## config.mk

```make
export PLATFORM = sky130hd
export DESIGN_NAME = swb_alu
export DESIGN_NICKNAME = d
export VERILOG_FILES = /design/src/pkg/swb_pkg.sv /design/src/design/swb_alu.sv
export SDC_FILE = /design/constraint.sdc
export NUM_CORES = 1
export LEC_CHECK = 0
export BUFFER_PORTS_ARGS = -buffer_cell sky130_fd_sc_hd__buf_4
export CORE_AREA = 5 5 86 108
export DETAILED_ROUTE_END_ITERATION = 8
export DIE_AREA = 0 0 91 113
export PLACE_DENSITY = 0.69
export SETUP_SLACK_MARGIN = 0.5
export SYNTH_ARGS = -nofsm -noshare
export SYNTH_HDL_FRONTEND = slang
export SYNTH_SLANG_ARGS = --single-unit
```

## constraint.sdc

```tcl
create_clock -name i_clk -period 3.5 [get_ports i_clk]
set_input_delay 0 -clock i_clk [delete_from_list [all_inputs] [get_ports i_clk]]
set_output_delay 0 -clock i_clk [all_outputs]
set_load 0.03 [all_outputs]
```

## src/pkg/swb_pkg.sv

```systemverilog
// Package of constants and carrier types for the subtract-with-borrow datapath slice.
//------------------------------------------------------------------------------
// Contract
//------------------------------------------------------------------------------
// Contract
// - Borrow subtract gives file value minus accumulator minus inverted carry.
// - Instruction word top six bits 010110, then destination, bank, 8-bit register.
// - Destination 0 writes accumulator, 1 writes the addressed file register.
// - Bank 0 takes the access bank, 1 uses the bank select register.
// - Bank 0 with extended set enabled uses indexed offset when register field <= 95.
// - Two's complement subtract updates negative, overflow, carry, digit-carry, zero.
// - Underflow such as 02h minus 03h gives FFh, carry 0, zero 0, negative 1.
// - Exactly zero result sets zero and carry, clears negative.
// - Positive nonzero result without borrow sets carry, clears zero and negative.
// - One instruction cycle of four phases: decode, read, process, write.
package swb_pkg;

    //--------------------------------------------------------------------------
    // Encodings
    //--------------------------------------------------------------------------
    localparam logic [5:0] OPC_SUB_ACC_FILE_BORROW = 6'h16;
    localparam logic [5:0] OPC_SUB_ACC_FILE        = 6'h17;
    localparam logic [7:0] OPC_SUB_ACC_LITERAL     = 8'h08;
    localparam int         OPC_HI                  = 15;
    localparam int         OPC_LO                  = 10;
    localparam int         DEST_BIT                = 9;
    localparam int         BANK_BIT                = 8;
    localparam logic [7:0] INDEXED_LIMIT           = 8'h5f;
    localparam logic [7:0] ACCESS_SPLIT            = 8'h60;
    localparam logic [3:0] ACCESS_HIGH_BANK        = 4'hf;

    //--------------------------------------------------------------------------
    // Flag positions and reset values
    //--------------------------------------------------------------------------
    localparam int         FLAG_C   = 0;
    localparam int         FLAG_DC  = 1;
    localparam int         FLAG_Z   = 2;
    localparam int         FLAG_OV  = 3;
    localparam int         FLAG_N   = 4;
    localparam logic [4:0] FLAGS_RST = 5'h00;
    localparam logic [7:0] ACC_RST   = 8'h00;

    //--------------------------------------------------------------------------
    // Phase sequencer
    //--------------------------------------------------------------------------
    typedef enum logic [1:0] {
        PH_DECODE  = 2'b00,
        PH_READ    = 2'b01,
        PH_PROCESS = 2'b10,
        PH_WRITE   = 2'b11
    } swb_phase_e;

    typedef enum logic [1:0] {
        OP_NONE    = 2'b00,
        OP_SUBB    = 2'b01,
        OP_SUB     = 2'b10,
        OP_SUB_LIT = 2'b11
    } swb_op_e;

    // Data memory access toward the file register array.
    typedef struct packed {
        logic        en;
        logic        idx;
        logic [11:0] addr;
        logic [7:0]  data;
    } swb_mem_s;

endpackage

```

## src/design/swb_alu.sv

```systemverilog
// Subtract-with-borrow datapath slice with four-phase instruction sequencing.
`timescale 1ns/10ps
`default_nettype none
module swb_alu #(
    parameter int DATA_W = 8
) (
    // Clock and reset
    input  wire logic             i_clk,
    input  wire logic             i_rst,
    // Instruction fetch side
    input  wire logic             i_instr_valid,
    input  wire logic [15:0]      i_instr,
    input  wire logic             i_ext_en,
    input  wire logic [3:0]       i_bank_select_reg,
    // File register read data
    input  wire logic [7:0]       i_rd_data,
    // File register access
    output var  swb_pkg::swb_mem_s o_rd,
    output var  swb_pkg::swb_mem_s o_wr,
    // Core state
    output logic [7:0]            o_acc,
    output logic [4:0]            o_flags,
    output logic [1:0]            o_phase,
    output logic                  o_busy,
    output logic                  o_done
);

    //--------------------------------------------------------------------------
    // Parameter check
    //--------------------------------------------------------------------------
    // The flag logic and the operand registers are built for one byte only.
    if (DATA_W != 8) begin : g_width_check
        $error("swb_alu serves an 8-bit data path only");
    end

    //--------------------------------------------------------------------------
    // State
    //--------------------------------------------------------------------------
    swb_pkg::swb_phase_e phase_reg;
    swb_pkg::swb_op_e    op_reg;
    logic [15:0]         instr_reg;
    logic [11:0]         addr_reg;
    logic                idx_reg;
    logic [7:0]          opnd_reg;
    logic [7:0]          res_reg;
    logic [4:0]          flags_reg;
    logic [7:0]          acc_reg;
    swb_pkg::swb_mem_s   rd_reg;
    swb_pkg::swb_mem_s   wr_reg;
    logic                done_reg;
    logic                busy_reg;

    //--------------------------------------------------------------------------
    // Decode
    //--------------------------------------------------------------------------
    swb_pkg::swb_op_e dec_op;
    logic [7:0]       dec_f;
    logic             dec_bank;
    logic             dec_idx;
    logic [11:0]      dec_addr;

    always_comb begin
        dec_f    = i_instr[7:0];
        dec_bank = i_instr[swb_pkg::BANK_BIT];
        dec_op   = swb_pkg::OP_NONE;
        if (i_instr[swb_pkg::OPC_HI:swb_pkg::OPC_LO] == swb_pkg::OPC_SUB_ACC_FILE_BORROW) begin
            dec_op = swb_pkg::OP_SUBB;
        end else if (i_instr[swb_pkg::OPC_HI:swb_pkg::OPC_LO] == swb_pkg::OPC_SUB_ACC_FILE) begin
            dec_op = swb_pkg::OP_SUB;
        end else if (i_instr[15:8] == swb_pkg::OPC_SUB_ACC_LITERAL) begin
            dec_op = swb_pkg::OP_SUB_LIT;
        end
        // Indexed mode is flagged; the index base is added outside this slice.
        dec_idx = !dec_bank && i_ext_en && (dec_f <= swb_pkg::INDEXED_LIMIT);
        if (dec_bank) begin
            dec_addr = {i_bank_select_reg, dec_f};
        end else if (dec_f < swb_pkg::ACCESS_SPLIT) begin
            dec_addr = {4'h0, dec_f};
        end else begin
            dec_addr = {swb_pkg::ACCESS_HIGH_BANK, dec_f};
        end
    end

    //--------------------------------------------------------------------------
    // Subtractor
    //--------------------------------------------------------------------------
    logic [7:0] minuend;
    logic [7:0] subtrahend;
    logic       borrow_in;
    logic [8:0] diff;
    logic [4:0] nib;
    logic [4:0] flags_next;

    always_comb begin
        if (op_reg == swb_pkg::OP_SUB_LIT) begin
            minuend = instr_reg[7:0];
        end else begin
            minuend = opnd_reg;
        end
        subtrahend = acc_reg;
        // Carry acts as not-borrow only for the borrow form.
        borrow_in  = (op_reg == swb_pkg::OP_SUBB) ? !flags_reg[swb_pkg::FLAG_C] : 1'b0;
        diff = {1'b0, minuend} - {1'b0, subtrahend} - {8'h00, borrow_in};
        nib  = {1'b0, minuend[3:0]} - {1'b0, subtrahend[3:0]} - {4'h0, borrow_in};
        flags_next = 5'h00;
        flags_next[swb_pkg::FLAG_C]  = !diff[8];
        flags_next[swb_pkg::FLAG_DC] = !nib[4];
        flags_next[swb_pkg::FLAG_Z]  = (diff[7:0] == 8'h00);
        flags_next[swb_pkg::FLAG_N]  = diff[7];
        flags_next[swb_pkg::FLAG_OV] = (minuend[7] != subtrahend[7])
                                     && (diff[7] != minuend[7]);
    end

    //--------------------------------------------------------------------------
    // Phase sequencer
    //--------------------------------------------------------------------------
    always_ff @(posedge i_clk) begin
        if (i_rst) begin
            phase_reg <= swb_pkg::PH_DECODE;
            busy_reg  <= 1'b0;
        end else begin
            case (phase_reg)
                swb_pkg::PH_DECODE: begin
                    if (i_instr_valid && dec_op != swb_pkg::OP_NONE) begin
                        phase_reg <= swb_pkg::PH_READ;
                        busy_reg  <= 1'b1;
                    end
                end
                swb_pkg::PH_READ: begin
                    phase_reg <= swb_pkg::PH_PROCESS;
                end
                swb_pkg::PH_PROCESS: begin
                    phase_reg <= swb_pkg::PH_WRITE;
                end
                swb_pkg::PH_WRITE: begin
                    phase_reg <= swb_pkg::PH_DECODE;
                    busy_reg  <= 1'b0;
                end
                default: begin
                    phase_reg <= swb_pkg::PH_DECODE;
                    busy_reg  <= 1'b0;
                end
            endcase
        end
    end

    //--------------------------------------------------------------------------
    // Instruction capture and operand read
    //--------------------------------------------------------------------------
    always_ff @(posedge i_clk) begin
        if (i_rst) begin
            op_reg    <= swb_pkg::OP_NONE;
            instr_reg <= 16'h0000;
            addr_reg  <= 12'h000;
            idx_reg   <= 1'b0;
            rd_reg    <= '0;
            opnd_reg  <= 8'h00;
        end else begin
            rd_reg.en <= 1'b0;
            if (phase_reg == swb_pkg::PH_DECODE && i_instr_valid
                    && dec_op != swb_pkg::OP_NONE) begin
                op_reg      <= dec_op;
                instr_reg   <= i_instr;
                addr_reg    <= dec_addr;
                idx_reg     <= dec_idx;
                rd_reg.en   <= (dec_op != swb_pkg::OP_SUB_LIT);
                rd_reg.idx  <= dec_idx;
                rd_reg.addr <= dec_addr;
            end
            if (phase_reg == swb_pkg::PH_READ) begin
                opnd_reg <= i_rd_data;
            end
        end
    end

    //--------------------------------------------------------------------------
    // Process and write-back
    //--------------------------------------------------------------------------
    always_ff @(posedge i_clk) begin
        if (i_rst) begin
            res_reg   <= 8'h00;
            flags_reg <= swb_pkg::FLAGS_RST;
            acc_reg   <= swb_pkg::ACC_RST;
            wr_reg    <= '0;
            done_reg  <= 1'b0;
        end else begin
            wr_reg.en <= 1'b0;
            done_reg  <= 1'b0;
            if (phase_reg == swb_pkg::PH_PROCESS) begin
                res_reg   <= diff[7:0];
                flags_reg <= flags_next;
            end
            if (phase_reg == swb_pkg::PH_WRITE) begin
                done_reg <= 1'b1;
                if (op_reg == swb_pkg::OP_SUB_LIT || !instr_reg[swb_pkg::DEST_BIT]) begin
                    acc_reg <= res_reg;
                end else begin
                    wr_reg.en   <= 1'b1;
                    wr_reg.idx  <= idx_reg;
                    wr_reg.addr <= addr_reg;
                    wr_reg.data <= res_reg;
                end
            end
        end
    end

    //--------------------------------------------------------------------------
    // Outputs
    //--------------------------------------------------------------------------
    assign o_rd    = rd_reg;
    assign o_wr    = wr_reg;
    assign o_acc   = acc_reg;
    assign o_flags = flags_reg;
    assign o_phase = phase_reg;
    // Busy is kept in its own flip-flop so the output carries no decode logic.
    assign o_busy  = busy_reg;
    assign o_done  = done_reg;

endmodule
`default_nettype wire

```

==> flow_metrics.env, run 1 <==
export IMPL_status="completed"
export IMPL_synthTopCellsByArea="dfxtp_1 41%, mux2i_1 9.0%, nand2_1 6.9%, a21oi_1 6.2%, ha_1 6.1%"
export IMPL_vias=3061
export IMPL_portBuffers=84
export IMPL_fin_util_pct=54.5
export IMPL_place_hpwl_mm=6.80
export IMPL_start_kind="flop"
export IMPL_synth_area_sq_mm=0.00347
export IMPL_drtIter0Drc=139
export IMPL_numClockSinks=71
export IMPL_vias_per_cell=5.22
export IMPL_die_h_microns=113
export IMPL_finalHoldViolCount=0
export IMPL_grt_usage_pct=18.5
export IMPL_fp_coreArea_sq_mm=0.00810
export IMPL_avgSynthCellArea_sq_um=8.69
export IMPL_synth_ff_type="dfxtp_1"
export IMPL_io_pins=93
export IMPL_fin_crit_sh_pct=80.4
export IMPL_vdd_ir_drop_max_uv=245
export IMPL_die_area_sq_mm=0.0103
export IMPL_num_rows=37
export IMPL_worstPathRequired_ps=3790
export IMPL_initial_core_util_pct=42.8
export IMPL_first_pass_iters=4
export IMPL_h_tree_depth=3
export IMPL_place_gp_congestion=0.916
export IMPL_synth_top_cell_area_share_pct=41.0
export IMPL_drt_wl_total_mm=9.39
export IMPL_root_buffer="clkbuf_8"
export IMPL_crit_fanout=5
export IMPL_max_freq_mhz=355
export IMPL_crit_type="flop to flop"
export IMPL_cts_tree="done"
export IMPL_antenna_found_initial=0
export IMPL_grt_pass1_wl_mm=15.4
export IMPL_synth_cells=399
export IMPL_powerDensity_mw_per_mm2=478
export IMPL_tightest_slew_ps=800
export IMPL_crit_arrival_ps=3100
export IMPL_clk_pin_slew_ps=80
export IMPL_drive_gt1_share_pct=22.7
export IMPL_synth_edf_count=0
export IMPL_largest_register_ffs=22
export IMPL_ys_seq_area_share_pct=41.0
export IMPL_cts_made_buffers=9
export IMPL_ys_ff_latch=71
export IMPL_cts_path_max_buffers=2
export IMPL_setup_viol=0
export IMPL_hp_class="input pin to flop"
export IMPL_insertion_delay_ps=350
export IMPL_yosys_warnings=0
export IMPL_fin_setup_tns_ps=0
export IMPL_finalClockSkew_ps=12.3
export IMPL_antenna_cells=0
export IMPL_grt_pass1_vias=3134
export IMPL_yosysUniqueCellTypes=47
export IMPL_ant_nets=0
export IMPL_synth_top_area_cell="dfxtp_1"
export IMPL_maxCapViolCount=0
export IMPL_p_leak_uw=0.00185
export IMPL_maxSlewViolCount=0
export IMPL_slew_headroom_pct=46.6
export IMPL_async_flop_share_pct=0
export IMPL_wire_per_inst_microns=16.0
export IMPL_grt_ovfl_total=0
export IMPL_area_growth_synth_to_final_pct=27.5
export IMPL_crit_path_end_kind="flop"
export IMPL_nNetsFinal=535
export IMPL_drc=0
export IMPL_rsz0062_at_grt="true"
export IMPL_fillCellCount=767
export IMPL_grt_start_max_net_pins=72
export IMPL_fin_crit_ps=2810
export IMPL_die_width_microns=91
## routing by layer
layer | part of all wire [%] | up-vias | wire [microns] | GRT usage (%)
met5 | 0 | - | 0 | 0
met4 | 1.7 | 0 | 162 | 5.68
met3 | 6.6 | 15 | 618 | 5.52
met2 | 51 | 90 | 4790 | 32.8
met1 | 41 | 1444 | 3820 | 21.3
li1 | - | 1512 | - | -
## path summary, 6_finish.rpt
| kind | from | to | slack (ps) | cells after the start |
|---|---|---|---|---|
| worst max-delay path | op_reg[0] | o_flags[0] | 690 | 9 |
| worst min-delay path | i_instr[10] | op_reg[0] | 30 | 4 |
| worst min register to register | o_wr[9] | o_wr[9] | 460 | 2 |
| worst max register to register | op_reg[0] | o_flags[0] | 690 | 9 |
## cell type report
cell class              count  area [sq um]  area share (%)
repair buffers            104           826            18.7
clock inverters             6          67.6            1.53
well taps                  97           121            2.75
multi-input cells         275          1770            40.0
clock buffers              10           128            2.89
inverters                  23          86.3            1.95
flip-flops and latches     71          1420            32.2
## cells in the mapped netlist (all sizes together), types with 2 or more instances
library cell and instances:
nand3 17, a22oi 3, nor4b 2, a21oi 43, o211ai 2, nand2b 2, or3 2, mux2i 31
ha 17, a211oi 4, a211o 2, nand4 2, buf 24, and2 3, o21ai 10, dfxtp 71
clkbuf 13, and3 4, nand2 64, fa 2, nor3b 2, xnor2 3, xor2 2, a21o 3
inv 23, nor2 33, a2111oi 2
## worst max-delay path, cell delays in order (launching register included)
cell,delay [ps]
dfxtp_1,390
and2_2,270
mux2i_1,120
fa_1,420
fa_1,440
a21boi_1,210
o211a_1,200
o211ai_1,130
a2111oi_1,420
a311o_1,170
## stage by stage
step | total power (uW) | instance area, sq um | worst slack [ps] | std cells | hold WS, ps
floorplan | 1290 | 3490 | 902 | 406 | 136
global placement | 1430 | 4040 | 708 | 552 | 234
detailed placement | 1440 | 4040 | 626 | 552 | 244
CTS | 2120 | 4420 | 579 | 586 | 11.3
global route | 2230 | 4420 | 438 | 586 | 44.5
finish | 2110 | 4420 | 686 | 586 | 32.5
## cell families after synthesis
| kind of cell | Yosys count | synth area share (%) |
|---|---|---|
| simple gates | 135 | 18.1 |
| other cells | 1 | 0.108 |
| mux | 31 | 8.95 |
| xor+xnor | 5 | 1.26 |
| flops | 71 | 41.0 |
| compound gates | 77 | 14.5 |
| buf+inv | 60 | 8.77 |
| fa+ha+maj | 19 | 7.29 |
## layout by cell type, fill, tap and decap left out, types with 2 or more instances in the layout
cell and count:
ha_1 17, fa_1 2, and2_1 2, nor2_1 32, clkbuf_8 9, nand3_1 17, inv_6 2, inv_1 23
xor2_1 2, o211ai_1 2, a21oi_1 43, clkinvlp_4 2, dlygate4sd3_1 18, a22oi_1 2, o21ai_0 8, or3_1 2
a21o_1 3, a211oi_1 3, nand2_1 64, and3_1 4, a211o_1 2, xnor2_1 3, buf_4 86, nand4_1 2
conb_1 8, nand2b_1 2, mux2i_1 31, dfxtp_1 71, nor3b_1 2
## report_power, final
part	switching [uW]	internal (uW)
clock	337	333
sequential	37.9	852
combinational	324	227
## timing repair
action | 4_1_cts | 5_1_grt
hold buffers | 18 | 0
hold endpoints to repair | 18 | 0
endpoints found under the setup margin | 0 | 3
resized for setup | 0 | 3
setup buffers | 0 | 0
(Power assumes the default switching activity.)
==> run 2, diff against run 1 <==
- ABC_AREA: unset -> 1
- PLACE_DENSITY: 0.69 -> 0.7
- clock period: 3.5 -> 2.8 ns (I/O delays scaled with it)
==> flow_metrics.env, run 2 <==
export IMPL_status="completed"
export IMPL_worstPathRequired_ps=3080
export IMPL_crit_type="flop to flop"
export IMPL_rsz0062_at_grt="false"
export IMPL_synthTopCellsByArea="dfxtp_1 41%, o21ai_0 8.0%, nor2_1 7.9%, inv_1 7.8%, a21oi_1 7.0%"
export IMPL_hp_class="input pin to flop"
export IMPL_drt_wl_total_mm=9.48
export IMPL_placedInstanceArea_sq_mm=0.00408
export IMPL_drtIter0Drc=197
export IMPL_num_rows=37
export IMPL_maxSlewViolCount=0
export IMPL_grt_ovfl_total=0
export IMPL_tightest_slew_ps=742
export IMPL_mostFrequentLayoutCells="91 x buf_4, 71 x inv_1, 70 x nor2_1"
export IMPL_finalHoldViolCount=0
export IMPL_antenna_found_initial=0
export IMPL_register_area_sq_mm=0.00143
export IMPL_fp_coreArea_sq_mm=0.00810
export IMPL_synth_area_sq_mm=0.00351
export IMPL_synth_top_area_cell="dfxtp_1"
export IMPL_powerDensity_mw_per_mm2=820
export IMPL_crit_path_end_kind="flop"
export IMPL_area_growth_synth_to_final_pct=33.2
export IMPL_cts_made_buffers=9
export IMPL_first_pass_iters=4
export IMPL_crit_fanout=5
export IMPL_vias_per_cell=4.87
export IMPL_die_width_microns=91
export IMPL_holdPathStages=5
export IMPL_start_kind="flop"
export IMPL_reg2reg_depth=13
export IMPL_async_flop_share_pct=0
export IMPL_clk_pin_slew_ps=80
export IMPL_synth_top_cell_area_share_pct=40.5
export IMPL_p_leak_uw=0.00221
export IMPL_netSwitchingFraction_pct=42.2
export IMPL_slew_headroom_pct=50.5
export IMPL_largest_register_ffs=22
export IMPL_setup_slack_ps=612
export IMPL_grt_start_max_net_pins=41
export IMPL_synth_most_common_cell="nor2_1"
export IMPL_numClockSinks=71
export IMPL_maxCapViolCount=0
export IMPL_root_buffer="clkbuf_8"
export IMPL_max_freq_mhz=457
export IMPL_yosysUniqueCellTypes=35
export IMPL_ys_ff_latch=71
export IMPL_antenna_cells=0
export IMPL_wire_per_inst_microns=13.9
export IMPL_grt_usage_pct=18.4
export IMPL_p_clk_share_pct=19.4
export IMPL_yosys_warnings=0
export IMPL_grt_pass1_vias=3226
export IMPL_place_hpwl_mm=6.63
export IMPL_finalClockSkew_ps=6.20
export IMPL_synth_ff_type="dfxtp_1"
export IMPL_h_tree_depth=3
export IMPL_fin_crit_sh_pct=78.1
export IMPL_fin_setup_tns_ps=0
export IMPL_cts_tree="done"
export IMPL_ys_seq_area_share_pct=40.5
export IMPL_fillCellCount=765
export IMPL_die_area_sq_mm=0.0103
export IMPL_io_pins=93
export IMPL_drive_gt1_share_pct=26.8
export IMPL_insertion_delay_ps=350
export IMPL_dp_slack_ps=411
export IMPL_place_gp_congestion=0.835
export IMPL_avgSynthCellArea_sq_um=7.32
export IMPL_p_int_uw=2210
export IMPL_crit_arrival_ps=2470
export IMPL_nNetsFinal=629
export IMPL_setup_viol=0
export IMPL_drc=0
export IMPL_synth_edf_count=0
export IMPL_final_area_sq_mm=0.00467
export IMPL_multi_input_area_sq_mm=0.00174
export IMPL_p_sw_uw=1620
export IMPL_ant_nets=0
export IMPL_synth_commonest_cells="74 x nor2_1, 73 x inv_1, 71 x dfxtp_1, 56 x o21ai_0, 49 x a21oi_1"
export IMPL_cts_path_max_buffers=2
export IMPL_fin_crit_ps=2190
export IMPL_vias=3310
export IMPL_die_h_microns=113
export IMPL_power_frac_seq_pct=32.7
export IMPL_p_total_uw=3830
export IMPL_vdd_ir_drop_max_uv=391
export IMPL_synth_cells=479
export IMPL_initial_core_util_pct=43.3
export IMPL_comb_power_share_pct=47.9
export IMPL_portBuffers=84
export IMPL_final_common_cell="buf_4"
export IMPL_grt_pass1_wl_mm=15.3
-- run 2: changes by cell type after synthesis, moves of 4 or more --
cell      change
inv_1        +50
o21ai_0      +47
nor2_1       +42
mux2i_1      -31
nand2_1      -17
nand2_2       +7
a21oi_1       +6
and3_1        -4
clkbuf_1      -4
o21ai_1       +4
-- run 2: layout make-up --
cell class	instances	share of cell area, %
multi-input cells	305	37.3
flip-flops and latches	71	30.6
repair buffers	114	19.5
inverters	77	6.18
clock buffers	10	2.95
well taps	97	2.60
clock inverters	6	0.776
-- run 2: kinds of logic after synthesis --
group,share of synthesized area (%)
AND/OR/NAND/NOR,19.0
AO/OA/AOI/OAI,17.7
other,0.107
XOR/XNOR,0.749
adder cells (fa/ha/maj),7.20
flip-flops,40.5
buffers and inverters,14.7
-- run 2: path summary, 6_finish.rpt --
path,from,end,slack [ps]
worst max register to register,op_reg[1],o_flags[2],610
worst max-delay path,op_reg[1],o_flags[2],610
worst min-delay path,i_bank_select_reg[1],o_rd[17],50
worst min register to register,o_wr[8],o_wr[8],450
-- run 2: layer usage --
layer / share of wire, % / track usage, % / vias to the layer above
met2: 51 / 31.6 / 85
li1: - / - / 1691
met1: 42 / 21.7 / 1519
met4: 1.7 / 7.44 / 0
met5: 0 / 0 / -
met3: 4.8 / 4.72 / 15
-- run 2: power by group through the flow --
| stage | clock, uW | sequential, uW | combinational [uW] |
|---|---|---|---|
| 2_1_floorplan | 0 | 1330 | 1110 |
| 3_3_place_gp | 0 | 1270 | 1550 |
| 3_5_place_dp | 0 | 1270 | 1560 |
| 4_1_cts | 757 | 1250 | 1610 |
| 5_1_grt | 799 | 1270 | 2060 |
| 6_report | 742 | 1250 | 1830 |
-- run 2: critical path, cell delays in order (launching register included) --
cell and delay, ps:
dfxtp_4 430, nand2_8 80, nor2_4 80, a21oi_2 40, fa_2 380, fa_2 370
nand2_2 90, nand2_2 60, nand2_4 90, xnor2_2 120, nand2_1 80, nor2_1 90
nand3_1 90, a21oi_2 120
-- run 2: repair_timing --
item / CTS / global route
hold buffers: 23 / 0
hold endpoints to repair: 27 / 0
pin swaps: 0 / 12
gates cloned: 0 / 2
setup endpoints to repair: 3 / 7
setup buffers: 0 / 5
gates resized for setup: 5 / 27
-- run 2: stage by stage --
step | std cells | hold slack [ps] | utilization, %
after floorplan | 486 | 135 | -
after global placement | 634 | 223 | 50.4
after detailed placement | 634 | 227 | 50.4
after CTS | 673 | 6.58 | 55.6
after global routing | 680 | 54.5 | 57.7
final | 680 | 46.4 | 57.7
